$ cat config.mk
export PLATFORM = sky130hd
export DESIGN_NAME = fspc_top
export DESIGN_NICKNAME = d
export VERILOG_FILES = /design/src/verilog/fspc_pkg.sv /design/src/verilog/fspc_sync.sv /design/src/verilog/fspc_top.sv
export SDC_FILE = /design/constraint.sdc
export NUM_CORES = 1
export LEC_CHECK = 0
export BUFFER_PORTS_ARGS = -buffer_cell sky130_fd_sc_hd__buf_4
export CAP_MARGIN = 20
export CORE_ASPECT_RATIO = 0.5
export CORE_MARGIN = 2
export CORE_UTILIZATION = 51
export DETAILED_ROUTE_END_ITERATION = 16
export HOLD_SLACK_MARGIN = 0.15
export PLACE_DENSITY = 0.79
export SYNTH_ARGS = -nofsm -noshare
export SYNTH_HDL_FRONTEND = slang
export SYNTH_SLANG_ARGS = --single-unit
$ cat constraint.sdc
create_clock -name ref_clk -period 2.13 [get_ports ref_clk]
set_input_delay 0.426 -clock ref_clk [delete_from_list [all_inputs] [get_ports ref_clk]]
set_output_delay 0.426 -clock ref_clk [all_outputs]
set_load 0.005 [all_outputs]
$ cat src/verilog/fspc_pkg.sv
// package: register map, field layout and timing constants for the page/status block
package fspc_pkg;
    localparam int unsigned CLK_HZ = 50000000;
    localparam logic [7:0] OFF_SECT_PROT = 8'hc0;
    localparam logic [7:0] OFF_SECURITY = 8'hc2;
    localparam logic [7:0] OFF_PMR0 = 8'hb0;
    localparam logic [7:0] OFF_PMR2 = 8'hb4;
    localparam logic [7:0] OFF_FLASH_CMD = 8'hc4;
    localparam logic [7:0] OFF_FLASH_STAT = 8'hc6;
    localparam logic [7:0] OFF_PAGE = 8'he0;
    localparam logic [7:0] PAGE_RST = 8'h00;
    localparam logic [7:0] PMR_RST = 8'h00;
    localparam logic [7:0] RESET_CODE = 8'hf0;
    localparam int unsigned LOCK_BIT = 7;
    localparam int unsigned TURBO_BIT = 3;
    localparam int unsigned FLASH_RESET_US = 2000;
    localparam int unsigned FLASH_RESET_CYC = (FLASH_RESET_US * (CLK_HZ / 1000000));
    localparam int unsigned STANDBY_NS = 70;
    localparam int unsigned STANDBY_CYC = (STANDBY_NS * (CLK_HZ / 1000000) + 999) / 1000;
    localparam int unsigned N_CTRL = 5;

    typedef enum logic [4:0] {
        FSPC_IDLE = 5'h01,
        FSPC_PROG = 5'h02,
        FSPC_BULK = 5'h04,
        FSPC_SECT = 5'h08,
        FSPC_RCVR = 5'h10
    } fspc_state_e;

    typedef struct packed {
        logic sel;
        logic wr;
        logic rd;
        logic [7:0] offset;
        logic [7:0] wdata;
    } fspc_bus_s;

    typedef struct packed {
        logic prog_start;
        logic bulk_start;
        logic sect_start;
        logic [7:0] target;
        logic done;
    } fspc_op_s;
endpackage : fspc_pkg

$ cat src/verilog/fspc_sync.sv
// two-flop synchroniser for pin-level inputs
`timescale 1ns/100ps
module fspc_sync #(
    parameter int W = 1
) (
    input wire logic ref_clk,
    input wire logic reset_n,
    input wire logic [W-1:0] d,
    output logic [W-1:0] q
);
    logic [W-1:0] meta_r;

    always_ff @(posedge ref_clk)
    begin
        if (!reset_n)
        begin
            meta_r <= '0;
            q <= '0;
        end
        else
        begin
            meta_r <= d;
            q <= meta_r;
        end
    end
endmodule : fspc_sync

$ cat src/verilog/fspc_top.sv
// page register, protection/security status, flash reset and power-mode control
`timescale 1ns/100ps
// Function
// - protect status bit i mirrors sector i
// - security lock shown in bit 7 only
// - host cannot change the lock
// - lock blocks programmer access to flash/config
// - lock cleared only by whole-device erase; reset_n low also clears lock_r
// - host flash reads unaffected by lock
// - single-write reset returns flash to read
// - reset completion takes up to milliseconds
// - reset ignored during program or bulk erase
// - reset aborts sector erase
// - page register 8-bit, writable and readable
// - page outputs feed the address decoder
// - page register sits at offset e0
// - page outputs clear at reset
// - all page bits reach general logic
// - turbo bit zero enables 70 ns standby
// - three bits block host control signals
// - one select for 256-byte control block
// - protection bits read-only to host
// - program/erase to protected sector ignored
module fspc_top #(
    parameter int unsigned RESET_CYC = fspc_pkg::FLASH_RESET_CYC,
    parameter int unsigned NSECT = 8
) (
    input wire logic ref_clk,
    input wire logic reset_n,
    input wire logic [15:0] host_addr,
    input wire logic [7:0] csr_base,
    input wire logic host_wr_n,
    input wire logic host_rd_n,
    input wire logic [7:0] internal_data_lines,
    output logic [7:0] rdata_r,
    output logic rdata_oe_r,
    input wire logic [2:0] host_ctrl,
    input wire logic [NSECT-1:0] nv_protect,
    input wire logic nv_lock,
    input wire logic prog_req,
    input wire logic bulk_req,
    input wire logic sect_req,
    input wire logic [NSECT-1:0] op_sector,
    input wire logic flash_op_done,
    input wire logic programmer_req,
    input wire logic device_erase_done,
    output logic [7:0] page_outputs_r,
    output logic [7:0] general_logic_page_r,
    output logic csr_select_r,
    output logic [NSECT-1:0] sector_selects_r,
    output logic flash_read_mode_r,
    output logic flash_busy_r,
    output logic flash_abort_r,
    output logic prog_go_r,
    output logic bulk_go_r,
    output logic sect_go_r,
    output logic programmer_grant_r,
    output logic lock_r,
    output logic [2:0] array_ctrl_r,
    output logic array_standby_r
);
    logic [15:0] addr_s;
    logic wr_n_s;
    logic rd_n_s;
    logic [7:0] data_s;
    logic [2:0] ctrl_s;
    logic [NSECT-1:0] prot_s;
    logic lock_s;
    logic wr_d_r;
    logic rd_d_r;
    logic wr_pulse;
    logic rd_pulse;
    fspc_pkg::fspc_bus_s bus;
    logic [7:0] pmr0_r;
    logic [7:0] pmr2_r;
    logic [NSECT-1:0] prot_r;
    fspc_pkg::fspc_state_e state_r;
    logic [31:0] rcv_cnt_r;
    logic [2:0] ctrl_d_r;
    logic [7:0] page_d_r;
    logic [7:0] idle_cnt_r;
    logic reset_cmd;
    logic [7:0] rd_nxt;

    function automatic logic hit(input logic [7:0] off, input logic [7:0] want);
        hit = (off == want);
    endfunction : hit

    fspc_sync #(.W(16 + 1 + 1 + 8 + 3 + NSECT + 1)) u_sync (
        .ref_clk(ref_clk),
        .reset_n(reset_n),
        .d({host_addr, host_wr_n, host_rd_n, internal_data_lines, host_ctrl, nv_protect, nv_lock}),
        .q({addr_s, wr_n_s, rd_n_s, data_s, ctrl_s, prot_s, lock_s})
    );

    // decoder: csr block spans 256 bytes from programmable base
    always_comb
    begin
        bus.sel = (addr_s[15:8] == csr_base);
        bus.offset = addr_s[7:0];
        bus.wdata = data_s;
        bus.wr = bus.sel && wr_pulse;
        bus.rd = bus.sel && rd_pulse;
    end

    assign wr_pulse = !wr_n_s && wr_d_r;
    assign rd_pulse = !rd_n_s && rd_d_r;
    assign reset_cmd = bus.wr && hit(bus.offset, fspc_pkg::OFF_FLASH_CMD)
        && (bus.wdata == fspc_pkg::RESET_CODE);

    always_ff @(posedge ref_clk)
    begin
        if (!reset_n)
        begin
            wr_d_r <= 1'b1;
            rd_d_r <= 1'b1;
        end
        else
        begin
            wr_d_r <= wr_n_s;
            rd_d_r <= rd_n_s;
        end
    end

    // page register
    always_ff @(posedge ref_clk)
    begin
        if (!reset_n)
            page_outputs_r <= fspc_pkg::PAGE_RST;
        else if (bus.wr && hit(bus.offset, fspc_pkg::OFF_PAGE))
            page_outputs_r <= bus.wdata;
    end

    // page bits mirrored to general logic; decoder selects use page
    always_ff @(posedge ref_clk)
    begin
        if (!reset_n)
        begin
            general_logic_page_r <= fspc_pkg::PAGE_RST;
            sector_selects_r <= '0;
            csr_select_r <= 1'b0;
        end
        else
        begin
            general_logic_page_r <= page_outputs_r;
            csr_select_r <= bus.sel;
            // sector i selected by page value when host not in csr block
            for (int i = 0; i < NSECT; i++)
                sector_selects_r[i] <= !bus.sel && (page_outputs_r[2:0] == 3'(i));
        end
    end

    // power-mode registers
    always_ff @(posedge ref_clk)
    begin
        if (!reset_n)
        begin
            pmr0_r <= fspc_pkg::PMR_RST;
            pmr2_r <= fspc_pkg::PMR_RST;
        end
        else if (bus.wr && hit(bus.offset, fspc_pkg::OFF_PMR0))
            pmr0_r <= bus.wdata;
        else if (bus.wr && hit(bus.offset, fspc_pkg::OFF_PMR2))
            pmr2_r <= bus.wdata;
    end

    // control-signal blocking and standby detection
    always_ff @(posedge ref_clk)
    begin
        if (!reset_n)
        begin
            array_ctrl_r <= '0;
            ctrl_d_r <= '0;
            page_d_r <= '0;
            idle_cnt_r <= '0;
            array_standby_r <= 1'b0;
        end
        else
        begin
            for (int i = 0; i < 3; i++)
                array_ctrl_r[i] <= ctrl_s[i] && !pmr2_r[i];
            ctrl_d_r <= ctrl_s;
            page_d_r <= page_outputs_r;
            if ((ctrl_s != ctrl_d_r) || (page_outputs_r != page_d_r) || pmr0_r[fspc_pkg::TURBO_BIT])
            begin
                idle_cnt_r <= '0;
                array_standby_r <= 1'b0;
            end
            else if (idle_cnt_r >= 8'(fspc_pkg::STANDBY_CYC))
                array_standby_r <= 1'b1;
            else
                idle_cnt_r <= idle_cnt_r + 8'h01;
        end
    end

    // protection and security latched from nonvolatile straps, not host
    always_ff @(posedge ref_clk)
    begin
        if (!reset_n)
        begin
            prot_r <= '0;
            lock_r <= 1'b0;
        end
        else
        begin
            prot_r <= prot_s;
            // erase has priority; the strap copy of the lock lags by two cycles
            if (device_erase_done)
                lock_r <= 1'b0;
            else if (lock_s)
                lock_r <= 1'b1;
        end
    end

    always_ff @(posedge ref_clk)
    begin
        if (!reset_n)
            programmer_grant_r <= 1'b0;
        else
            programmer_grant_r <= programmer_req && !lock_r;
    end

    // flash command state machine
    always_ff @(posedge ref_clk)
    begin
        if (!reset_n)
        begin
            state_r <= fspc_pkg::FSPC_IDLE;
            rcv_cnt_r <= '0;
            prog_go_r <= 1'b0;
            bulk_go_r <= 1'b0;
            sect_go_r <= 1'b0;
            flash_abort_r <= 1'b0;
        end
        else
        begin
            prog_go_r <= 1'b0;
            bulk_go_r <= 1'b0;
            sect_go_r <= 1'b0;
            flash_abort_r <= 1'b0;
            case (state_r)
                fspc_pkg::FSPC_IDLE:
                begin
                    if (reset_cmd)
                    begin
                        state_r <= fspc_pkg::FSPC_RCVR;
                        rcv_cnt_r <= '0;
                    end
                    else if (prog_req && ((op_sector & prot_r) == '0))
                    begin
                        state_r <= fspc_pkg::FSPC_PROG;
                        prog_go_r <= 1'b1;
                    end
                    else if (bulk_req && (prot_r == '0))
                    begin
                        state_r <= fspc_pkg::FSPC_BULK;
                        bulk_go_r <= 1'b1;
                    end
                    else if (sect_req && ((op_sector & prot_r) == '0))
                    begin
                        state_r <= fspc_pkg::FSPC_SECT;
                        sect_go_r <= 1'b1;
                    end
                end
                fspc_pkg::FSPC_PROG, fspc_pkg::FSPC_BULK:
                begin
                    if (flash_op_done)
                        state_r <= fspc_pkg::FSPC_IDLE;
                end
                fspc_pkg::FSPC_SECT:
                begin
                    if (reset_cmd)
                    begin
                        flash_abort_r <= 1'b1;
                        state_r <= fspc_pkg::FSPC_RCVR;
                        rcv_cnt_r <= '0;
                    end
                    else if (flash_op_done)
                        state_r <= fspc_pkg::FSPC_IDLE;
                end
                fspc_pkg::FSPC_RCVR:
                begin
                    if (rcv_cnt_r >= RESET_CYC - 1)
                        state_r <= fspc_pkg::FSPC_IDLE;
                    else
                        rcv_cnt_r <= rcv_cnt_r + 32'h1;
                end
                default:
                    state_r <= fspc_pkg::FSPC_IDLE;
            endcase
        end
    end

    always_ff @(posedge ref_clk)
    begin
        if (!reset_n)
        begin
            flash_read_mode_r <= 1'b1;
            flash_busy_r <= 1'b0;
        end
        else
        begin
            flash_read_mode_r <= (state_r == fspc_pkg::FSPC_IDLE);
            flash_busy_r <= (state_r != fspc_pkg::FSPC_IDLE);
        end
    end

    // read mux; writes to status offsets fall through with no effect
    always_comb
    begin
        rd_nxt = 8'h00;
        case (bus.offset)
            fspc_pkg::OFF_PAGE: rd_nxt = page_outputs_r;
            fspc_pkg::OFF_SECT_PROT: rd_nxt = prot_r;
            fspc_pkg::OFF_SECURITY: rd_nxt = {lock_r, 7'h00};
            fspc_pkg::OFF_PMR0: rd_nxt = pmr0_r;
            fspc_pkg::OFF_PMR2: rd_nxt = pmr2_r;
            fspc_pkg::OFF_FLASH_STAT: rd_nxt = {7'h00, flash_busy_r};
            default: rd_nxt = 8'h00;
        endcase
    end

    always_ff @(posedge ref_clk)
    begin
        if (!reset_n)
        begin
            rdata_r <= 8'h00;
            rdata_oe_r <= 1'b0;
        end
        else
        begin
            // captured once per read strobe, held until the next read
            if (bus.rd)
                rdata_r <= rd_nxt;
            rdata_oe_r <= bus.sel && !rd_n_s;
        end
    end
endmodule : fspc_top

==> summary.md, run 1 <==
| Metric | Value |
|---|---|
| Finish-stage setup viols | 10 |
| Clock skew | 0.0186 ns |
| CP required | 2.49 ns |
| Status | finished with violations |
| Die Height | 87.7 um |
| Critical path's largest stage delay | 0.47 ns |
| Residual DRC count | 0 |
| Placement Setup Slack | -0.195 ns |
| Multiplexer area fraction after synthesis | between 3 and 4% |
| Period utilization | 106% |
| Syn. warnings | 0 |
| Top-area cell type share of the netlist area | 54.9% |
| Clock sink count | 196 |
| Post-synthesis sequential area ratio | between 50% and 60% |
| Xor/xnor cell area share of the yosys netlist | under 10% |
| Total track usage | between 20% and 30% |
| CTS tree | built |
| Leading area contributor after synthesis | dfxtp_1 |
| Number of synthesized flops with an enable pin | 0 |
| Reg clk slew, reported paths | 0.08 ns |
| Worst-path fanout max | 7 |
| Power per cell area | 846 nW/um^2 |
| Crit path cell chain | ha_4, and4_4, or3_4, a2111o_1, buf_6, or4_4, a21oi_2 |
| Cell-internal power | 5.70 mW |
| H-tree Lvls | 4 |
| Vias in the first global route | 5154 |
| Complex-gate fraction of the synthesized area | 8.00% |
| Mapped Nets | 788 |
| Max-Cap Viols | 0 |
| Clk_lat worst skew | 0.43 ns |
| NetSw | 1.96 mW |
| Nets | 922 |
| Share of post-route cells with drive strength above 1 | 24.1% |
| Crit path buf inv count | 1 |
| Peak supply drop | just under 0.6 mV |
| Static Leak | 3.80 nW |
| Die X | 171 um |
| Crit path launch type | flop |
| CTS root buf | clkbuf_16 |
| Worst-margin pin slew | between 0.4 and 0.5 ns |
| Critical Path AT | 2.62 ns |
| Unique cell type count in the Yosys netlist | 57 |
| Synth Flop Type | dfxtp_1 |
| Crit path kind | reg -> reg |
| Routed len/inst | 14.1 um |
| Area Overhead vs Synth | 26.7% |
| Unrepaired setup endpoints after global routing | true |
| Core Rows | 30 |
| Post-route ant nets | 0 |
| Io pins | 108 |
| Worst slew margin | about two thirds |
| Initial Utilization | 52.5% |
| Synth cell count leaders | dfxtp_1 (196), and2_1 (105), nor2_1 (62) |
| Total CTS buffers | 17 |
| Clk network pwr share | just over 40% |
| GRT overflow | 0 |
| DP HPWL | roughly 10 mm |
| Min Tclk post-route | 2.26 ns |
| DRT Wirelength | 15.0 mm |
| Bufs on Longest Clock Path | 2 |
| Global-route wire length before repair | 24.9 mm |
| Max Freq | 442 MHz |
| CP endpoint kind | flop |
| Via count | 5403 |
| Ranking of synthesized cells by area | dfxtp_1 (55%), and2_1 (9.2%), mux2i_1 (3.6%) |
| CP top delay family | simple AND/OR/NAND/NOR gates |
| Synth Area per Inst | 9.89 um^2 |
| Sw frac | 25.6% |
| Core area | 13600 um^2 |
| Final hold vios | 0 |
| Worst hold path class | in -> reg |
| Ys async rst share | 0% |
| Post-synthesis register bit count | slightly below 200 |
| Worst path slowest cell | or4_4 |
| Synth Cell Area | 7150 um^2 |
| # diodes | 0 |
| Die ar. | between 15000 and 20000 um^2 |
| Starting DRT DRC Count | 352 |
| Final Slew Violations | 0 |
| GPL Wtd Cong | between 0.8 and 0.9 |
| Final Worst Setup Slack | -0.132 ns |
| Cells after Synth | 723 |
| Port Buffers | between 100 and 150 |
| Simple-Gate Fraction of Synth Area | between 20% and 30% |
| Sequential share of power | 50.3% |
| Vias per cell | 5.09 |
| Failing checks | negative setup slack |
| Initial antenna violation count | 0 |
| Most numerous cell in the Yosys netlist | dfxtp_1 |
| Portion of total power attributed to combinational logic | 8.3% |
| Largest net degree at the start of global routing | 65 |
| Core Util, Final | 66.5% |
| Synth Area in Adders | 0.525% |
| First-pass iteration count of the detailed router | 6 |
| Largest family of logic cells by synthesized area | simple AND/OR/NAND/NOR gates |
-- stage by stage --
stage	setup TNS, ns	instance area (um^2)	hold slack (ns)	cells	power, mW
2_1_floorplan	-0.394	7190	0.412	723	4.32
3_3_place_gp	-0.915	8380	0.414	1027	4.53
3_5_place_dp	-1.33	8380	0.417	1027	4.55
4_1_cts	-0.871	9020	0.185	1062	7.70
5_1_grt	-1.51	9060	0.178	1062	7.96
6_report	-0.888	9060	0.191	1062	7.66
-- placed cells by master, fill, tap and decap left out, types with 3 or more instances in the layout --
master and instances:
inv_8 3, a21oi_1 25, nor2_1 62, nor4_4 4
nor2b_1 6, or4_4 5, nand2b_1 7, inv_6 7
nor4_1 17, nand2_1 24, xnor2_1 12, buf_4 145
o31ai_1 9, nor3_1 14, or4_1 7, and3_1 4
nand4_1 11, nand4_2 3, dfxtp_1 194, o21ai_0 14
a22oi_1 6, nand4b_1 3, nand3_1 32, inv_1 28
clkbuf_16 17, nand3b_1 4, clkinv_8 5, a21oi_2 4
o21ai_1 6, xor2_1 10, mux2i_1 26, nor3b_1 4
and2_1 105, a22o_1 8
-- kinds of logic (layout without fill, tap and decap cells) --
family | after synthesis | in the layout
mux | 26 | 26
buf+inv | 62 | 209
fa+ha+maj | 3 | 3
compound gates | 88 | 88
xor+xnor | 22 | 22
simple gates | 326 | 326
flops | 196 | 196
-- cell type report --
cell class                      instances  area [um^2]
Fill cell                            1070         4570
Sequential cell                       196         3930
Multi-Input combinational cell        465         3040
Timing Repair Buffer                  149         1140
Clock buffer                           17          425
Tap cell                              192          240
Clock inverter                         15          176
Inverter                               28          105
-- routing by layer --
layer  GRT usage (%)  vias up  wire, um
li1                -     2755         -
met1            28.0     2505      6940
met2            34.8      132      7190
met3            4.29       11       765
met4            6.55        0       125
met5               0        -         0
-- sequential cells by signal, indices dropped and copies added (netlist names), 3 cells and up --
register / flops
array_ctrl_r: 3
ctrl_d_r: 3
idle_cnt_r: 8
page_d_r: 8
page_outputs_r: 8
pmr0_r: 8
pmr2_r: 8
prot_r: 8
rcv_cnt_r: 32
rdata_r: 8
sector_selects_r: 8
state_r: 5
u_sync.meta_r: 38
u_sync.q: 38
-- power by group through the flow --
| stage | combinational [mW] | sequential, mW | clock, mW |
|---|---|---|---|
| after floorplan | 0.407 | 3.91 | 0 |
| after global placement | 0.602 | 3.93 | 0 |
| after detailed placement | 0.614 | 3.94 | 0 |
| after CTS | 0.631 | 3.85 | 3.22 |
| after global routing | 0.706 | 3.86 | 3.39 |
| final | 0.637 | 3.85 | 3.17 |
-- final timing paths --
kind / from / endpoint / slack [ns] / cells after the start
worst max-delay path: rcv_cnt_r[0]$_SDFFE_PN0P_ / rcv_cnt_r[7]$_SDFFE_PN0P_ / -0.13 / 7
worst min-delay path: host_addr[12] / u_sync.meta_r[34]$_SDFF_PN0_ / 0.19 / 2
worst max register to register: rcv_cnt_r[0]$_SDFFE_PN0P_ / rcv_cnt_r[7]$_SDFFE_PN0P_ / -0.13 / 7
worst min register to register: u_sync.meta_r[13]$_SDFF_PN0_ / u_sync.q[13]$_SDFF_PN0_ / 0.43 / 1
-- worst reg2reg max path: cells and delay by family (launching register included) --
| kind | cells | cell delay, ns |
|---|---|---|
| compound gates | 2 | 0.57 |
| simple gates | 3 | 0.98 |
| fa+ha+maj | 1 | 0.16 |
| flops | 1 | 0.34 |
| buf+inv | 1 | 0.16 |
-- repair_timing --
item	CTS	global route
setup buffers	2	0
endpoints found under the setup margin	13	39
resized for setup	4	14
pin swaps	6	3
hold buffers	1	0
endpoints found under the hold margin	1	0
No activity file was read; power rests on OpenSTA's default activity.
==> run 2, diff against run 1 <==
--- a/config.mk
+++ b/config.mk
@@ -13,6 +13,7 @@
 export DETAILED_ROUTE_END_ITERATION = 16
 export HOLD_SLACK_MARGIN = 0.15
 export PLACE_DENSITY = 0.79
+export REMOVE_ABC_BUFFERS = 1
 export SYNTH_ARGS = -nofsm -noshare
 export SYNTH_HDL_FRONTEND = slang
 export SYNTH_SLANG_ARGS = --single-unit
==> summary.md, run 2 (synthesis results as in run 1) <==
| Metric | Value |
|---|---|
| Crit path buf inv count | 1 |
| Crit path cell chain | ha_4, and4_4, or3_4, a2111o_2, buf_6, or4_1, a21oi_2 |
| Portion of total power attributed to combinational logic | 8.2% |
| Total Power | 7.61 mW |
| Io pins | between 100 and 150 |
| Max-Cap Viols | 0 |
| Max Freq | 433 MHz |
| NetSw | 1.83 mW |
| Unrepaired setup endpoints after global routing | true |
| Critical path's largest stage delay | between 0.4 and 0.5 ns |
| Sequential share of power | between 50% and 60% |
| Via count | 5521 |
| Worst slew margin | 59.6% |
| Peak supply drop | 0.726 mV |
| GRT overflow | 0 |
| Worst-margin pin slew | between 0.5 and 0.6 ns |
| Status | finished with violations |
| Core Rows | 30 |
| H-tree Lvls | 4 |
| Clock sink count | 196 |
| Core area | 13600 um^2 |
| Post-route ant nets | 0 |
| CP top delay family | simple AND/OR/NAND/NOR gates |
| Clk_lat worst skew | 0.43 ns |
| Final Instance Area | ~9100 um^2 |
| CTS tree | built |
| Crit path launch type | flop |
| Most frequent cells in the layout | dfxtp_1 (194), buf_4 (143), and2_1 (105) |
| Worst path slowest cell | a2111o_2 |
| Total CTS buffers | 17 |
| First-pass iteration count of the detailed router | 5 |
| Die ar. | 15000 um^2 |
| Residual DRC count | 0 |
| Bufs on Longest Clock Path | 2 |
| Port Buffers | about 110 |
| Most common cell after layout, fill and taps aside | dfxtp_1 |
| Share of post-route cells with drive strength above 1 | 25.0% |
| Clk network pwr share | 41.2% |
| Cell-internal power | 5.78 mW |
| Final hold vios | 0 |
| GPL Wtd Cong | 0.864 |
| Power per cell area | 838 nW/um^2 |
| Dpl cell area | 8320 um^2 |
| Initial Utilization | 52.5% |
| Nets | slightly above 900 |
| Period utilization | 109% |
| Die X | 171 um |
| Worst hold path class | in -> reg |
| Final Worst Setup Slack | -0.181 ns |
| CTS root buf | clkbuf_16 |
| Final setup TNS | -1.47 ns |
| Clock skew | 0.0123 ns |
| Final Slew Violations | 0 |
| Finish-stage setup viols | 11 |
| Top Registers | u_sync.meta_r (38), u_sync.q (38), rcv_cnt_r (32) |
| Crit path kind | reg -> reg |
| Worst-path fanout max | 4 |
| # diodes | 0 |
| Vias in the first global route | 5288 |
| Starting DRT DRC Count | 317 |
| Vias per cell | 5.19 |
| Routed len/inst | 14.2 um |
| Largest net degree at the start of global routing | between 70 and 80 |
| Failing checks | negative setup slack |
| Fill cell count | 1075 |
| CP required | 2.49 ns |
| DRT Wirelength | roughly 15 mm |
| Static Leak | 3.80 nW |
| Die Height | 87.7 um |
| Min Tclk post-route | 2.31 ns |
| Initial antenna violation count | 0 |
| Reg clk slew, reported paths | ~0.07 ns |
| Total track usage | 21.0% |
| CP endpoint kind | flop |
| Critical Path AT | about 2.7 ns |
| Area Overhead vs Synth | 27.0% |
| DP HPWL | a little over 10 mm |
| Global-route wire length before repair | 25.0 mm |
| Sw frac | 24.1% |
==> run 2: final cells by class <==
cell class                      instances  area, um^2  area share [%]
Clock buffer                           18         439            4.84
Clock inverter                         13         141            1.56
Tap cell                              192         240            2.65
Sequential cell                       196        3930            43.2
Multi-Input combinational cell        465        3060            33.7
Timing Repair Buffer                  151        1170            12.9
Inverter                               28         105            1.16
==> run 2: path summary, 6_finish.rpt <==
check | startpoint | endpoint | slack [ns] | depth (start not counted)
setup reg to reg | rcv_cnt_r[0]$_SDFFE_PN0P_ | rcv_cnt_r[13]$_SDFFE_PN0P_ | -0.18 | 7
setup / recovery | rcv_cnt_r[0]$_SDFFE_PN0P_ | rcv_cnt_r[13]$_SDFFE_PN0P_ | -0.18 | 7
hold / removal | nv_protect[4] | u_sync.meta_r[5]$_SDFF_PN0_ | 0.20 | 2
hold reg to reg | u_sync.meta_r[21]$_SDFF_PN0_ | u_sync.q[21]$_SDFF_PN0_ | 0.43 | 1
==> run 2: layer usage <==
| metal | up-vias | GRT usage [%] | routed length (um) |
|---|---|---|---|
| met4 | 0 | 7.32 | 233 |
| met5 | - | 0 | 0 |
| met1 | 2604 | 27.4 | 6810 |
| li1 | 2757 | - | - |
| met2 | 135 | 34.7 | 7330 |
| met3 | 25 | 4.84 | 687 |
==> run 2: metrics by stage <==
step,setup slack (ns),instances,hold WS [ns],utilization [%]
3_5_place_dp,-0.249,1024,0.418,61.1
2_1_floorplan,-0.280,689,0.412,-
4_1_cts,-0.207,1062,0.187,66.1
6_report,-0.181,1063,0.198,66.6
3_3_place_gp,-0.202,1024,0.414,61.1
5_1_grt,-0.240,1063,0.188,66.6
==> run 2: timing repair <==
| item | in CTS | in global routing |
|---|---|---|
| gates resized for setup | 18 | 19 |
| pin swaps | 22 | 5 |
| hold endpoints to repair | 1 | 0 |
| endpoints found under the setup margin | 17 | 45 |
| buffers inserted | 6 | 2 |
| hold buffers | 1 | 0 |
| gates cloned | 0 | 0 |
==> run 2: power groups by stage <==
stage	sequential (mW)	combinational, mW	clock, mW
2_1_floorplan	3.94	0.315	0
3_3_place_gp	3.93	0.583	0
3_5_place_dp	3.94	0.594	0
4_1_cts	3.85	0.610	3.20
5_1_grt	3.86	0.694	3.35
6_report	3.85	0.621	3.14
